===== src/hw/xex_defs.svh =====
`ifndef XEX_DEFS_SVH
`define XEX_DEFS_SVH

// opcodes, three octal digits packed into nine bits
`define XEX_OP_XCHG     9'h00B
`define XEX_OP_ECM_RD   9'h00C
`define XEX_OP_ECM_WR   9'h00D
`define XEX_OP_IN_CH    9'h00E
`define XEX_OP_OUT_CH   9'h00F

// register byte offsets on the bus
`define XEX_REG_CTRL    12'h000
`define XEX_REG_EXIT    12'h004
`define XEX_REG_STAT    12'h008
`define XEX_REG_CLK     12'h00C

// control register fields
`define XEX_CTRL_MON    0
`define XEX_CTRL_EXIT   1
`define XEX_CTRL_ECM    2
`define XEX_CTRL_FUNC   3

// reset values
`define XEX_CTRL_RST    4'hC
`define XEX_EXIT_RST    18'h00000

// widths and timing
`define XEX_ECM_AW      21
`define XEX_CLK_W       17
`define XEX_ISSUE_NS    50
`define XEX_CLK_NS      50
`define XEX_ISSUE_CYC   ((`XEX_ISSUE_NS + `XEX_CLK_NS - 1) / `XEX_CLK_NS)

`endif


===== src/hw/xex_pkg.sv =====
package xex_pkg;
  // extended memory reference sequencer, gray along idle-req-wait
  typedef enum logic [1:0] {
    XEX_ECM_IDLE = 2'h0,
    XEX_ECM_REQ  = 2'h1,
    XEX_ECM_WAIT = 2'h3
  } xex_ecm_e;
  typedef logic [17:0] xex_addr_t;
  typedef logic [59:0] xex_word_t;
endpackage


===== src/hw/xex_chan.sv =====
`timescale 1ns/10ps
`include "xex_defs.svh"

module xex_chan
  import xex_pkg::*;
#(
  parameter int BUF_W      = 6,
  parameter int ASM_W      = 2,
  parameter bit HIGH_SPEED = 1'b0
) (
  input  wire logic             pclk,
  input  wire logic             presetn,
  input  wire logic             in_part_stb,
  input  wire logic             in_record_set,
  input  wire logic             in_rst,
  input  wire logic             out_rst,
  input  wire logic             out_accept,
  output logic [BUF_W-1:0]      in_addr,
  output logic [BUF_W-1:0]      out_addr,
  output logic                  out_record_pulse,
  output logic                  out_word_req,
  output logic                  out_disasm_rst,
  output logic                  irq
);

  typedef struct packed {
    logic [BUF_W-1:0] in_addr;
    logic [ASM_W-1:0] asm_pos;
    logic             rec_flag;
    logic [BUF_W-1:0] out_addr;
    logic             out_rec;
    logic             out_arm;
    logic             out_wreq;
    logic             out_drst;
    logic             irq;
  } xex_chan_s;

  xex_chan_s q;
  xex_chan_s next_q;
  logic [BUF_W-1:0] in_inc;
  logic [BUF_W-1:0] out_inc;

  assign in_inc  = q.in_addr + 1'b1;
  assign out_inc = q.out_addr + 1'b1;

  // channel buffer control; reset strobes ignore parts and accepts, but a record set still lands
  always_comb begin
    next_q          = q;
    next_q.irq      = 1'b0;
    next_q.out_rec  = 1'b0;
    next_q.out_drst = 1'b0;
    if (in_rst) begin
      next_q.in_addr = '0;
      next_q.asm_pos = '0;
    end else if (in_part_stb) begin
      if (q.asm_pos == {ASM_W{1'b1}}) begin
        next_q.asm_pos = '0;
        next_q.in_addr = in_inc;
        // half boundary: midpoint or wrap at the end
        if (in_inc[BUF_W-2:0] == '0) begin
          next_q.irq = 1'b1;
        end
      end else begin
        next_q.asm_pos = q.asm_pos + 1'b1;
      end
    end
    // flag turns into a request and drops; a new set wins
    if (q.rec_flag) begin
      next_q.irq      = 1'b1;
      next_q.rec_flag = 1'b0;
    end
    if (in_record_set) begin
      next_q.rec_flag = 1'b1;
    end
    if (out_rst) begin
      next_q.out_addr = HIGH_SPEED ? BUF_W'(1) : '0;
      next_q.out_rec  = 1'b1;
      next_q.out_arm  = 1'b1;
      next_q.out_wreq = 1'b0;
    end else if (q.out_arm) begin
      // word request follows the record pulse by one cycle
      next_q.out_arm  = 1'b0;
      next_q.out_wreq = 1'b1;
      next_q.out_drst = 1'b1;
    end else if (out_accept && q.out_wreq) begin
      next_q.out_addr = out_inc;
      next_q.out_drst = 1'b1;
      if (out_inc[BUF_W-2:0] == '0) begin
        next_q.irq = 1'b1;
      end
    end
  end

  always_ff @(posedge pclk or negedge presetn) begin
    if (!presetn) begin
      q <= '0;
    end else begin
      q <= next_q;
    end
  end

  assign in_addr          = q.in_addr;
  assign out_addr         = q.out_addr;
  assign out_record_pulse = q.out_rec;
  assign out_word_req     = q.out_wreq;
  assign out_disasm_rst   = q.out_drst;
  assign irq              = q.irq;

endmodule


===== src/hw/xex_exec.sv =====
`timescale 1ns/10ps
`include "xex_defs.svh"

module xex_exec
  import xex_pkg::*;
#(
  parameter int        NCH     = 7,
  parameter int        BUF_W   = 6,
  parameter int        ASM_W   = 2,
  parameter bit [7:0]  HS_MASK = 8'h00
) (
  input  wire logic             pclk,
  input  wire logic             presetn,
  input  wire logic [11:0]      paddr,
  input  wire logic             psel,
  input  wire logic             penable,
  input  wire logic             pwrite,
  input  wire logic [31:0]      pwdata,
  output logic [31:0]           prdata,
  output logic                  pready,
  output logic                  pslverr,
  input  wire logic             instr_valid,
  input  wire logic [8:0]       instr_op,
  input  wire logic [2:0]       instr_j,
  input  wire logic [2:0]       instr_k,
  input  wire logic [1:0]       instr_parcel,
  input  wire xex_addr_t        cur_word_addr,
  input  wire xex_word_t        operand_reg_dest,
  input  wire xex_word_t        operand_reg_src,
  input  wire xex_addr_t        index_reg_src,
  output logic                  instr_ready,
  output logic                  illegal_op,
  output logic                  xj_we,
  output logic [2:0]            xj_sel,
  output xex_word_t             xj_data,
  output logic                  bj_we,
  output logic [2:0]            bj_sel,
  output xex_addr_t             bj_data,
  output logic                  xchg_req,
  output xex_addr_t             xchg_addr,
  output xex_addr_t             xchg_pa,
  output logic                  iws_void,
  output logic                  parcel_drop,
  input  wire logic             xchg_done,
  input  wire logic             err_exit_in,
  output logic                  err_xchg_req,
  output logic                  io_int_req,
  input  wire logic             io_int_ack,
  output logic                  ecm_req,
  output logic                  ecm_we,
  output logic [20:0]           ecm_addr,
  output xex_word_t             ecm_wdata,
  input  wire logic             ecm_gnt,
  input  wire logic             ecm_rvalid,
  input  wire xex_word_t        ecm_rdata,
  input  wire logic [NCH:1]     in_part_stb,
  input  wire logic [NCH:1]     in_record_set,
  input  wire logic [NCH:1]     out_accept,
  output logic [NCH:1]          out_record_pulse,
  output logic [NCH:1]          out_word_req,
  output logic [NCH:1]          out_disasm_rst
);

  typedef struct packed {
    logic [31:0]          prdata;
    logic                 pready;
    logic                 pslverr;
    logic [3:0]           ctrl;
    xex_addr_t            normal_exit_address;
    logic [`XEX_CLK_W-1:0] clk_cnt;
    xex_ecm_e             ecm_st;
    logic                 ecm_busy;
    logic                 ecm_req;
    logic                 ecm_we;
    logic [20:0]          ecm_addr;
    xex_word_t            ecm_wdata;
    logic [2:0]           ecm_dst;
    logic                 illegal;
    logic                 xj_we;
    logic [2:0]           xj_sel;
    xex_word_t            xj_data;
    logic                 bj_we;
    logic [2:0]           bj_sel;
    xex_addr_t            bj_data;
    logic                 xchg_req;
    logic                 xchg_active;
    xex_addr_t            xchg_addr;
    xex_addr_t            xchg_pa;
    logic                 iws_void;
    logic                 parcel_drop;
    logic [NCH:1]         int_pend;
    logic                 err_req;
    logic                 io_req;
    logic [NCH:1]         in_rst;
    logic [NCH:1]         out_rst;
  } xex_exec_s;

  xex_exec_s q;
  xex_exec_s next_q;

  logic [NCH:1]       ch_irq;
  logic [BUF_W-1:0]   ch_in_addr  [NCH:1];
  logic [BUF_W-1:0]   ch_out_addr [NCH:1];
  logic               wr_ok;
  logic               dec_go;
  logic               func_ok;
  logic               is_ecm;
  logic [2:0]         ch_sel;
  logic               monitor;
  logic [NCH:1]       pend_set;

  // one channel slice per buffer; channel number zero stays for the counter
  for (genvar i = 1; i <= NCH; i++) begin : g_ch
    xex_chan #(
      .BUF_W      (BUF_W),
      .ASM_W      (ASM_W),
      .HIGH_SPEED (HS_MASK[i])
    ) u_chan (
      .pclk             (pclk),
      .presetn          (presetn),
      .in_part_stb      (in_part_stb[i]),
      .in_record_set    (in_record_set[i]),
      .in_rst           (q.in_rst[i]),
      .out_rst          (q.out_rst[i]),
      .out_accept       (out_accept[i]),
      .in_addr          (ch_in_addr[i]),
      .out_addr         (ch_out_addr[i]),
      .out_record_pulse (out_record_pulse[i]),
      .out_word_req     (out_word_req[i]),
      .out_disasm_rst   (out_disasm_rst[i]),
      .irq              (ch_irq[i])
    );
  end

  // bus strobes: the write lands at the edge that samples pready high
  assign wr_ok   = psel && penable && q.pready && pwrite;
  assign dec_go  = instr_valid;
  assign func_ok = q.ctrl[`XEX_CTRL_FUNC];
  assign monitor = q.ctrl[`XEX_CTRL_MON];
  assign is_ecm  = (instr_op == `XEX_OP_ECM_RD) || (instr_op == `XEX_OP_ECM_WR);
  assign ch_sel  = index_reg_src[2:0];

  // an interrupt cause survives until acknowledged; a new cause beats the ack
  always_comb begin
    pend_set = '0;
    for (int i = 1; i <= NCH; i++) begin
      pend_set[i] = ch_irq[i];
    end
  end

  always_comb begin
    next_q             = q;
    next_q.illegal     = 1'b0;
    next_q.xj_we       = 1'b0;
    next_q.bj_we       = 1'b0;
    next_q.xchg_req    = 1'b0;
    next_q.iws_void    = 1'b0;
    next_q.parcel_drop = 1'b0;
    next_q.in_rst      = '0;
    next_q.out_rst     = '0;
    next_q.pslverr     = 1'b0;
    next_q.clk_cnt     = q.clk_cnt + 1'b1;

    // bus slave, one wait state; unmapped offsets answer with an error
    next_q.pready = psel && penable && !q.pready;
    if (psel && penable && !q.pready) begin
      next_q.prdata = '0;
      case (paddr)
        `XEX_REG_CTRL: next_q.prdata[3:0] = q.ctrl;
        `XEX_REG_EXIT: next_q.prdata[17:0] = q.normal_exit_address;
        `XEX_REG_STAT: begin
          next_q.prdata[0]       = q.ecm_busy;
          next_q.prdata[1]       = q.xchg_active;
          next_q.prdata[NCH+8:9] = q.int_pend;
        end
        `XEX_REG_CLK:  next_q.prdata[16:0] = q.clk_cnt;
        default:       next_q.pslverr = 1'b1;
      endcase
    end
    if (wr_ok) begin
      case (paddr)
        `XEX_REG_CTRL: next_q.ctrl = pwdata[3:0];
        `XEX_REG_EXIT: next_q.normal_exit_address = pwdata[17:0];
        default:       next_q.pslverr = 1'b0;
      endcase
    end

    // instruction decode
    if (dec_go) begin
      case (instr_op)
        `XEX_OP_XCHG: begin
          if (!q.ctrl[`XEX_CTRL_EXIT]) begin
            next_q.xchg_req    = 1'b1;
            next_q.xchg_addr   = q.normal_exit_address;
            next_q.xchg_pa     = cur_word_addr + 18'h00001;
            next_q.parcel_drop = 1'b1;
            next_q.iws_void    = 1'b1;
            next_q.xchg_active = 1'b1;
          end
        end
        `XEX_OP_ECM_RD, `XEX_OP_ECM_WR: begin
          if (!func_ok || !q.ctrl[`XEX_CTRL_ECM]) begin
            next_q.illegal = 1'b1;
          end else if (!q.ecm_busy) begin
            // one reference at a time; a busy issue is held upstream
            next_q.ecm_busy  = 1'b1;
            next_q.ecm_req   = 1'b1;
            next_q.ecm_st    = XEX_ECM_REQ;
            next_q.ecm_addr  = operand_reg_src[20:0];
            next_q.ecm_we    = (instr_op == `XEX_OP_ECM_WR);
            next_q.ecm_wdata = operand_reg_dest;
            next_q.ecm_dst   = instr_j;
          end
        end
        `XEX_OP_IN_CH: begin
          if (!func_ok) begin
            next_q.illegal = 1'b1;
          end else if (instr_j == 3'h0) begin
            if (monitor && ch_sel != 3'h0) begin
              next_q.in_rst[ch_sel] = 1'b1;
            end
          end else begin
            next_q.bj_we  = 1'b1;
            next_q.bj_sel = instr_j;
            if (ch_sel == 3'h0) begin
              next_q.bj_data = {1'b0, q.clk_cnt};
            end else begin
              next_q.bj_data = 18'(ch_in_addr[ch_sel]);
            end
          end
        end
        `XEX_OP_OUT_CH: begin
          if (!func_ok) begin
            next_q.illegal = 1'b1;
          end else if (instr_j == 3'h0) begin
            if (monitor && ch_sel != 3'h0) begin
              next_q.out_rst[ch_sel] = 1'b1;
            end
          end else if (ch_sel != 3'h0) begin
            next_q.bj_we   = 1'b1;
            next_q.bj_sel  = instr_j;
            next_q.bj_data = 18'(ch_out_addr[ch_sel]);
          end
        end
        default: next_q.illegal = 1'b0;
      endcase
    end

    // extended memory reference sequencer
    case (q.ecm_st)
      XEX_ECM_IDLE: next_q.ecm_req = next_q.ecm_req;
      XEX_ECM_REQ: begin
        if (ecm_gnt) begin
          next_q.ecm_req = 1'b0;
          if (q.ecm_we) begin
            // bank operand register took the word: write done
            next_q.ecm_busy = 1'b0;
            next_q.ecm_st   = XEX_ECM_IDLE;
          end else begin
            next_q.ecm_st = XEX_ECM_WAIT;
          end
        end
      end
      XEX_ECM_WAIT: begin
        if (ecm_rvalid) begin
          next_q.xj_we    = 1'b1;
          next_q.xj_sel   = q.ecm_dst;
          next_q.xj_data  = ecm_rdata;
          next_q.ecm_busy = 1'b0;
          next_q.ecm_st   = XEX_ECM_IDLE;
        end
      end
      default: next_q.ecm_st = XEX_ECM_IDLE;
    endcase

    // exchange priority: requests stay low while the exit is running
    if (xchg_done && !next_q.xchg_req) begin // a new exit wins over done
      next_q.xchg_active = 1'b0;
    end
    if (io_int_ack) begin
      next_q.int_pend = '0;
    end
    next_q.int_pend = next_q.int_pend | pend_set;
    next_q.io_req   = (|next_q.int_pend) && !next_q.xchg_active;
    next_q.err_req  = err_exit_in && !next_q.xchg_active;
  end

  always_ff @(posedge pclk or negedge presetn) begin
    if (!presetn) begin
      q                     <= '0;
      q.ctrl                <= `XEX_CTRL_RST;
      q.normal_exit_address <= `XEX_EXIT_RST;
      q.ecm_st              <= XEX_ECM_IDLE;
    end else begin
      q <= next_q;
    end
  end

  // every output straight from the state register
  assign prdata       = q.prdata;
  assign pready       = q.pready;
  assign pslverr      = q.pslverr;
  assign instr_ready  = !q.ecm_busy;
  assign illegal_op   = q.illegal;
  assign xj_we        = q.xj_we;
  assign xj_sel       = q.xj_sel;
  assign xj_data      = q.xj_data;
  assign bj_we        = q.bj_we;
  assign bj_sel       = q.bj_sel;
  assign bj_data      = q.bj_data;
  assign xchg_req     = q.xchg_req;
  assign xchg_addr    = q.xchg_addr;
  assign xchg_pa      = q.xchg_pa;
  assign iws_void     = q.iws_void;
  assign parcel_drop  = q.parcel_drop;
  assign err_xchg_req = q.err_req;
  assign io_int_req   = q.io_req;
  assign ecm_req      = q.ecm_req;
  assign ecm_we       = q.ecm_we;
  assign ecm_addr     = q.ecm_addr;
  assign ecm_wdata    = q.ecm_wdata;

endmodule


===== config.mk =====
export PLATFORM = sky130hd
export DESIGN_NAME = xex_exec
export DESIGN_NICKNAME = d
export VERILOG_FILES = /design/src/hw/xex_pkg.sv /design/src/hw/xex_chan.sv /design/src/hw/xex_exec.sv
export VERILOG_INCLUDE_DIRS = /design/src /design/src/hw
export SDC_FILE = /design/constraint.sdc
export NUM_CORES = 1
export LEC_CHECK = 0
export BUFFER_PORTS_ARGS = -buffer_cell sky130_fd_sc_hd__buf_2
export CAP_MARGIN = 20
export CORE_AREA = 2 2 224 226
export DETAILED_ROUTE_END_ITERATION = 10
export DIE_AREA = 0 0 226 228
export GPL_ROUTABILITY_DRIVEN = 1
export PLACE_DENSITY_LB_ADDON = 0.08
export SLEW_MARGIN = 15
export SYNTH_ARGS = -nofsm -noshare
export SYNTH_HDL_FRONTEND = slang
export SYNTH_SLANG_ARGS = --single-unit

===== constraint.sdc =====
create_clock -name pclk -period 2.16 [get_ports pclk]
set_input_delay 0.54 -clock pclk [delete_from_list [all_inputs] [get_ports pclk]]
set_output_delay 0.54 -clock pclk [all_outputs]
set_load 0.005 [all_outputs]

==> results of run 1 <==
-- cells by family (layout without fill, tap and decap cells) --
group | after synthesis | count (layout) | synth area share
simple gates | 699 | 699 | 0.149
xor+xnor | 106 | 106 | 0.0448
fa+ha+maj | 36 | 36 | 0.0217
mux | 167 | 167 | 0.0938
flops | 428 | 428 | 0.517
buf+inv | 361 | 690 | 0.114
compound gates | 185 | 185 | 0.0598
other cells | 1 | 19 | 0.000181
-- where the power goes --
part | total (uW) | internal [uW] | switching [uW]
clock | 8830 | 5510 | 3320
sequential | 9800 | 8980 | 819
combinational | 3310 | 1740 | 1570
total | 21900 | 16200 | 5710
-- worst max-delay path: stages (launching register included) --
cell and delay (ns):
dfstp_2 0.57, buf_4 0.17, nand2_1 0.07, a2111o_1 0.40, inv_1 0.19, o221ai_1 0.24
o21a_1 0.16
-- Yosys cell counts, types with 3 or more instances --
library cell	n	area (um^2)
a211o_1	3	26.3
a21o_1	7	52.6
a21oi_1	51	255
a221oi_1	8	70.1
a22o_1	25	219
a22oi_1	11	82.6
a31oi_1	7	43.8
and2_1	4	25.0
and3_1	12	75.1
and4b_1	4	40.0
buf_1	4	15.0
buf_2	9	45.0
buf_4	256	1920
clkbuf_1	64	240
dfrtp_1	426	10700
ha_1	36	450
inv_1	25	93.8
mux2_2	118	1330
mux2_4	10	150
mux2i_1	33	330
mux4_2	6	135
nand2_1	352	1320
nand2b_1	3	18.8
nand3_1	53	265
nand3b_1	4	30.0
nand4_1	30	188
nor2_1	175	657
nor2b_1	8	50.1
nor3_1	11	55.1
nor3b_1	4	30.0
nor4_1	4	25.0
nor4b_1	5	43.8
o21a_1	5	37.5
o21ai_0	35	175
o221ai_1	3	26.3
o22ai_1	7	43.8
o31ai_1	6	45.0
o32a_1	3	30.0
or3_1	12	75.1
xnor2_1	40	350
xor2_1	66	578
-- layout make-up --
class	instances	area share
multi-input cells	1208	0.316
flip-flops and latches	428	0.437
repair buffers	576	0.138
inverters	25	0.00383
well taps	672	0.0343
diodes	4	0.000408
clock buffers	71	0.0596
clock inverters	18	0.0111
-- worst max-delay path by stage --
| stage | endpoint | slack [ns] |
|---|---|---|
| after floorplan | q[264] | -0.23 |
| after global placement | prdata[14] | -0.30 |
| after detailed placement | prdata[16] | -0.35 |
| after CTS | g_ch[7].u_chan.irq | 0.23 |
| after global routing | g_ch[5].u_chan.irq | 0.10 |
| final | bj_data[1] | 0.25 |
-- sequential cells by signal (all words and copies together), names as in the netlist, 3 cells and up --
register	cells
q	65
ecm_wdata	60
xj_data	60
g_ch.u_chan.in_addr	42
g_ch.u_chan.out_addr	42
g_ch.u_chan.q	28
ecm_addr	21
prdata	18
xchg_addr	18
xchg_pa	18
bj_data	17
g_ch.u_chan.irq	7
g_ch.u_chan.out_disasm_rst	7
g_ch.u_chan.out_word_req	7
bj_sel	3
xj_sel	3
-- per-layer routing --
metal,GRT usage,vias up
li1,-,7010
met3,0.0386,84
met5,0,-
met1,0.265,7122
met2,0.345,344
met4,0.0573,2
-- stage by stage --
step	util	setup WS (ns)	setup TNS (ns)
floorplan	-	-0.229	-3.30
global placement	0.461	-0.297	-8.32
detailed placement	0.461	-0.346	-9.11
CTS	0.496	0.233	0
global route	0.497	0.103	0
finish	0.497	0.247	0
==> results.md, run 1 <==
* Setup repair bufs after CTS at 0
* Commonest non-fill, non-tap cell in the layout: buf_2
* Synth Instances at 1983
* Initial antenna violation count at 6
* CP startpoint kind: flop
* Vias in the first global route at ~15000
* CP max FO at 7
* Crit Path Class: flop to flop
* First DRT Iteration DRCs at ~700
* Number of distinct library cells after synthesis at around 70
* Routed vias at 14600
* DR DRC count at 0
* Max-Cap Viols at 0
* Placed Instance Area at 22800 um^2
* Num rows at between 80 and 90
* Fmax achieved at 523 MHz
* Synth Warn # at 0
* Seq cells post-synth at ~430
* Pwr/cell area at 895 nW/um^2
* Primary FF master, synth: dfrtp_1
* Die Area at 51500 um^2
* Met3 Wirelength at 2.57 mm
* Avg WL per Cell at 17.6 um
* Static leakage at 0.0130 uW
* H-Tree Level Count at 2
* Hold_sp: in_record_set[2]
* Core ar. at 49300 um^2
* Most frequent cells in the layout: 486 x buf_2, 426 x dfrtp_1, 352 x nand2_1, 173 x nor2_1, 118 x mux2_2
* Crit end category: flop
* Slew @ Worst Pin at around 0.55 ns
* Final instance area at 24500 um^2
* DR vias/cell at 4.85
* Register cell area after layout at 10700 um^2
* DRT Wirelength at 52.7 mm
* Final setup vio count at 0
* R2r setup slk at approximately 0.25 ns
* Largest net degree at the start of global routing at 88
* Die Wd at 226 um
* Synthesized area at 20700 um^2
* Clock root buffer: clkbuf_16
* CTS tree: built
* Data arrival, critical path at 2.38 ns
* Post-synthesis sequential area ratio at 0.517
* Initial Utilization at 0.420
* Boundary pin count at 576
* Period utilisation layout at 0.886
* Worst Reg2Reg Path Length in Cells at 6
* Post-synth EDFFs at 0
* Worst skew pair latency at about 0.58 ns
* Num CTS Buffers at 49
* Hold path depth at 1
* CP required at between 2 and 3 ns
* Post_cts resized at 0
* Finished Layout Cells at between 3000 and 4000
* Gr ovfl total at 0
* Routed metal-1 wirelength at about 23 mm
* Crit path time final at 1.91 ns
* Final hold slack at ~0.07 ns
* Status: finished clean
* Area grow syn2layout at 18.2%
* R2R Path Start: func_ok
* Worst flop-to-flop path endpoint: bj_data[1]
* Max Used Layer: met5
* Post-cts hold buffer count at 1
* Port buffer count at 487
* Hold WC Path Type: primary input to flop
* Die H at 228 um
* Clock Sink Count at about 430
* CP Launch Point: func_ok
* RSZ-0062 raised after global routing: no
* Power Total at 21900 uW
* Clock buffer depth at 3
* First-pass GRT wire length at 81.7 mm
* Clk pin slew, worst setup/hold paths at 0.06 ns
* Post-DRT Antenna Nets at 0
* Multi-input logic area at 7740 um^2
* Worst rel slew slack at 0.628
* Syn avg cell area at 10.5 um^2
* Layout Nets at around 2600
* Worst IR Drop VDD at 0.000481 V
* RD Place Congestion at 0.846
* Final Max Tran Viols at 0
* GRT Total Usage at 0.204
* Skew final at roughly 0.015 ns
* FILL cells at around 4600
* Dpl cells at 2908
* Post-DP HPWL at 40.2 mm
* Async set-reset flop share out of synthesis at 1.00
* Hold Vio Cnt, Final at 0
* Drt first pass iters at 6
* Share of post-route cells with drive strength above 1 at 0.347
* WHS Endpoint: g_ch[2].u_chan.q[11]
* Wire length on met2 at 25.9 mm
No activity file was read; power rests on OpenSTA's default activity.
==> run 2, diff against run 1 <==
--- a/config.mk
+++ b/config.mk
@@ -8,9 +8,9 @@
 export LEC_CHECK = 0
 export BUFFER_PORTS_ARGS = -buffer_cell sky130_fd_sc_hd__buf_2
 export CAP_MARGIN = 20
-export CORE_AREA = 2 2 224 226
+export CORE_MARGIN = 10
+export CORE_UTILIZATION = 48
 export DETAILED_ROUTE_END_ITERATION = 10
-export DIE_AREA = 0 0 226 228
 export GPL_ROUTABILITY_DRIVEN = 1
 export PLACE_DENSITY_LB_ADDON = 0.08
 export SLEW_MARGIN = 15
==> run 2 against run 1 <==
Register-to-register slack got worse by 0.04 ns. Worst hold slack better by 0.0011 ns. Largest cell class unchanged. Die area increased by 0.72%. First-iteration DRC count up 15%. Final cell count decreased by 3.7%. Clock power is 5.9% lower. Combinational power barely moved. Global-route usage up 0.95 points. Core utilization increased by 6.5 points. Critical path type unchanged. Via count is essentially flat.
==> results.md, run 2 (same netlist as run 1, synthesis figures left out) <==
* Post-cts hold buffer count at 1 (unchanged)
* Worst IR Drop VDD at 0.000638 V (+33%)
* Area grow syn2layout at 16.3%
* Fmax achieved at 511 MHz (-2.2%)
* Period utilisation layout at 0.906 (+0.0200)
* Crit Path Class: flop to flop
* Avg WL per Cell at 19.5 um (+11%)
* Final instance area at 24100 um^2 (-1.6%)
* Met3 Wirelength at 2.84 mm (+10%)
* Skew final at 0.0226 ns (+0.00758 ns)
* Final setup vio count at 0 (unchanged)
* Share of post-route cells with drive strength above 1 at 0.341 (-0.00566)
* Die Area at 51900 um^2 (+0.72%)
* Slowest-stage cell, CP: or4b_2
* Drt first pass iters at 5 (-1)
* DRT Wirelength at 56.4 mm (+7.0%)
* CTS tree: built
* Vias in the first global route at 14700 (+1.4%)
* Boundary pin count at 576 (unchanged)
* Wire length on met2 at 28.1 mm (+8.4%)
* Placed Instance Area at 22500 um^2 (-1.1%)
* Largest Register: q
* DR DRC count at 0 (unchanged)
* CP max stage delay at 0.62 ns (+0.05 ns)
* Layout Nets at 2616 (-0.65%)
* Gr ovfl total at 0 (unchanged)
* Worst skew pair latency at 0.58 ns (about the same)
* Clk pin slew, worst setup/hold paths at 0.06 ns (about the same)
* Core ar. at 42900 um^2 (-13%)
* Die Wd at 228 um (+0.80%)
* GRT Total Usage at 0.213 (+0.00951)
* Finished Layout Cells at 2892 (-3.7%)
* Worst rel slew slack at 0.635 (+0.00633)
* Num rows at 76 (-7.3%)
* Routed metal-1 wirelength at 23.9 mm (+3.9%)
* CP required at 2.58 ns (-0.05 ns)
* Initial antenna violation count at 4 (-2)
* Setup repair bufs after CTS at 0 (unchanged)
* RD Place Congestion at 0.854 (+0.96%)
* Clock root buffer: clkbuf_16
* Commonest non-fill, non-tap cell in the layout: buf_2
* RSZ-0062 raised after global routing: no
* Post_cts resized at 0 (unchanged)
* Final worst slack at 0.204 ns (-0.0431 ns)
* Hold WC Path Type: primary input to flop
* Post-DP HPWL at 43.8 mm (+8.9%)
* Initial Utilization at 0.483 (+0.0633)
* Post-DRT Antenna Nets at 0 (unchanged)
* Most frequent cells in the layout: 486 x buf_2, 426 x dfrtp_1, 352 x nand2_1, 173 x nor2_1, 118 x mux2_2
* Status: finished clean
* Worst-path cell chain: nand3_1 > xnor2_1 > or4b_2 > o21ai_0
* Largest net degree at the start of global routing at 87 (-1.1%)
* Slew @ Worst Pin at 0.541 ns (-0.0120 ns)
* First-pass GRT wire length at 88.0 mm (+7.7%)
* H-Tree Level Count at 2 (unchanged)
* Pwr/cell area at 889 nW/um^2 (-0.74%)
* Final Max Tran Viols at 0 (unchanged)
* Num CTS Buffers at 47 (-4.1%)
* FILL cells at 3779 (-17%)
* First DRT Iteration DRCs at 808 (+15%)
* Data arrival, critical path at 2.38 ns (about the same)
* CP max FO at 5 (-2)
* Power Total at 21400 uW (-2.4%)
* CP top delay family: simple AND/OR/NAND/NOR gates
* DR vias/cell at 5.03 (+3.8%)
* Dpl cells at 2806 (-3.5%)
* Die H at 228 um (about the same)
* Clock Sink Count at 428 (unchanged)
* Clock buffer depth at 3 (unchanged)
* CP startpoint kind: flop
* Port buffer count at 487 (unchanged)
* Crit end category: flop
* Buf/Inv on CP at 0 (-2)
* Routed vias at 14600 (-0.048%)
* Setup Slack @ Placement at -0.222 ns (+0.124 ns)
* Static leakage at 0.0128 uW (-1.1%)
* Max-Cap Viols at 0 (unchanged)
* Max FFs per register at 65 (unchanged)
* Hold Vio Cnt, Final at 0 (unchanged)
* Crit path time final at 1.96 ns (+0.0431 ns)
* Max Used Layer: met5
==> run 2: changes by cell type in the layout (fill, tap and decap cells not counted) <==
cell,before,now
clkinvlp_4,1,0
inv_6,1,2
diode_2,4,1
clkinv_2,9,8
clkbuf_16,51,47
bufinv_16,7,5
buf_4,67,55
buf_12,21,18
clkbuf_8,11,13
==> run 2: layer usage <==
layer / global-route usage / vias up
met2: 0.363 / 345
met5: 0 / -
met1: 0.265 / 7140
li1: - / 6978
met3: 0.0463 / 88
met4: 0.0688 / 4
==> run 2: report_power, final <==
part           total (uW)  leakage (uW)  switching, uW  internal (uW)
registers            9780       0.00573            797           8980
clock network        8310      0.000794           3280           5040
logic                3330       0.00629           1620           1720
total               21400        0.0128           5690          15700
==> run 2: worst reg2reg max path, stage by stage (launching register included) <==
cell     delay [ns]
dfrtp_1        0.46
nand3_1        0.20
xnor2_1        0.17
or4b_2         0.62
o21ai_0        0.38
==> run 2: area by class of cell <==
type                    instances  area, um^2  share of cell area
diodes                          1        2.50            0.000104
clock buffers                  69        1390              0.0576
clock inverters                15         208             0.00862
inverters                      25        93.8             0.00389
multi-input cells            1208        7740               0.321
flip-flops and latches        428       10700               0.444
well taps                     585         732              0.0304
repair buffers                561        3230               0.134
==> run 2: worst paths after layout <==
| path | from | endpoint | slack [ns] | depth (start not counted) |
|---|---|---|---|---|
| worst max-delay path | g_ch[1].u_chan.in_addr[0] | g_ch[1].u_chan.irq | 0.20 | 4 |
| min in group asynchronous | presetn | xchg_addr[17] | 0.44 | 2 |
| max in group asynchronous | presetn | xj_data[40] | 0.93 | 3 |
| worst min register to register | g_ch[1].u_chan.irq | q[16] | 0.45 | 1 |
| worst max register to register | g_ch[1].u_chan.in_addr[0] | g_ch[1].u_chan.irq | 0.20 | 4 |
| worst min-delay path | in_record_set[2] | g_ch[2].u_chan.q[11] | 0.07 | 1 |
==> run 2: stage by stage <==
step | hold WS [ns] | utilization | setup TNS (ns)
2_1_floorplan | 0.244 | - | -3.30
3_3_place_gp | 0.432 | 0.525 | -6.14
3_5_place_dp | 0.437 | 0.525 | -7.56
4_1_cts | 0.0352 | 0.562 | 0
5_1_grt | 0.0448 | 0.562 | 0
6_report | 0.0697 | 0.562 | 0
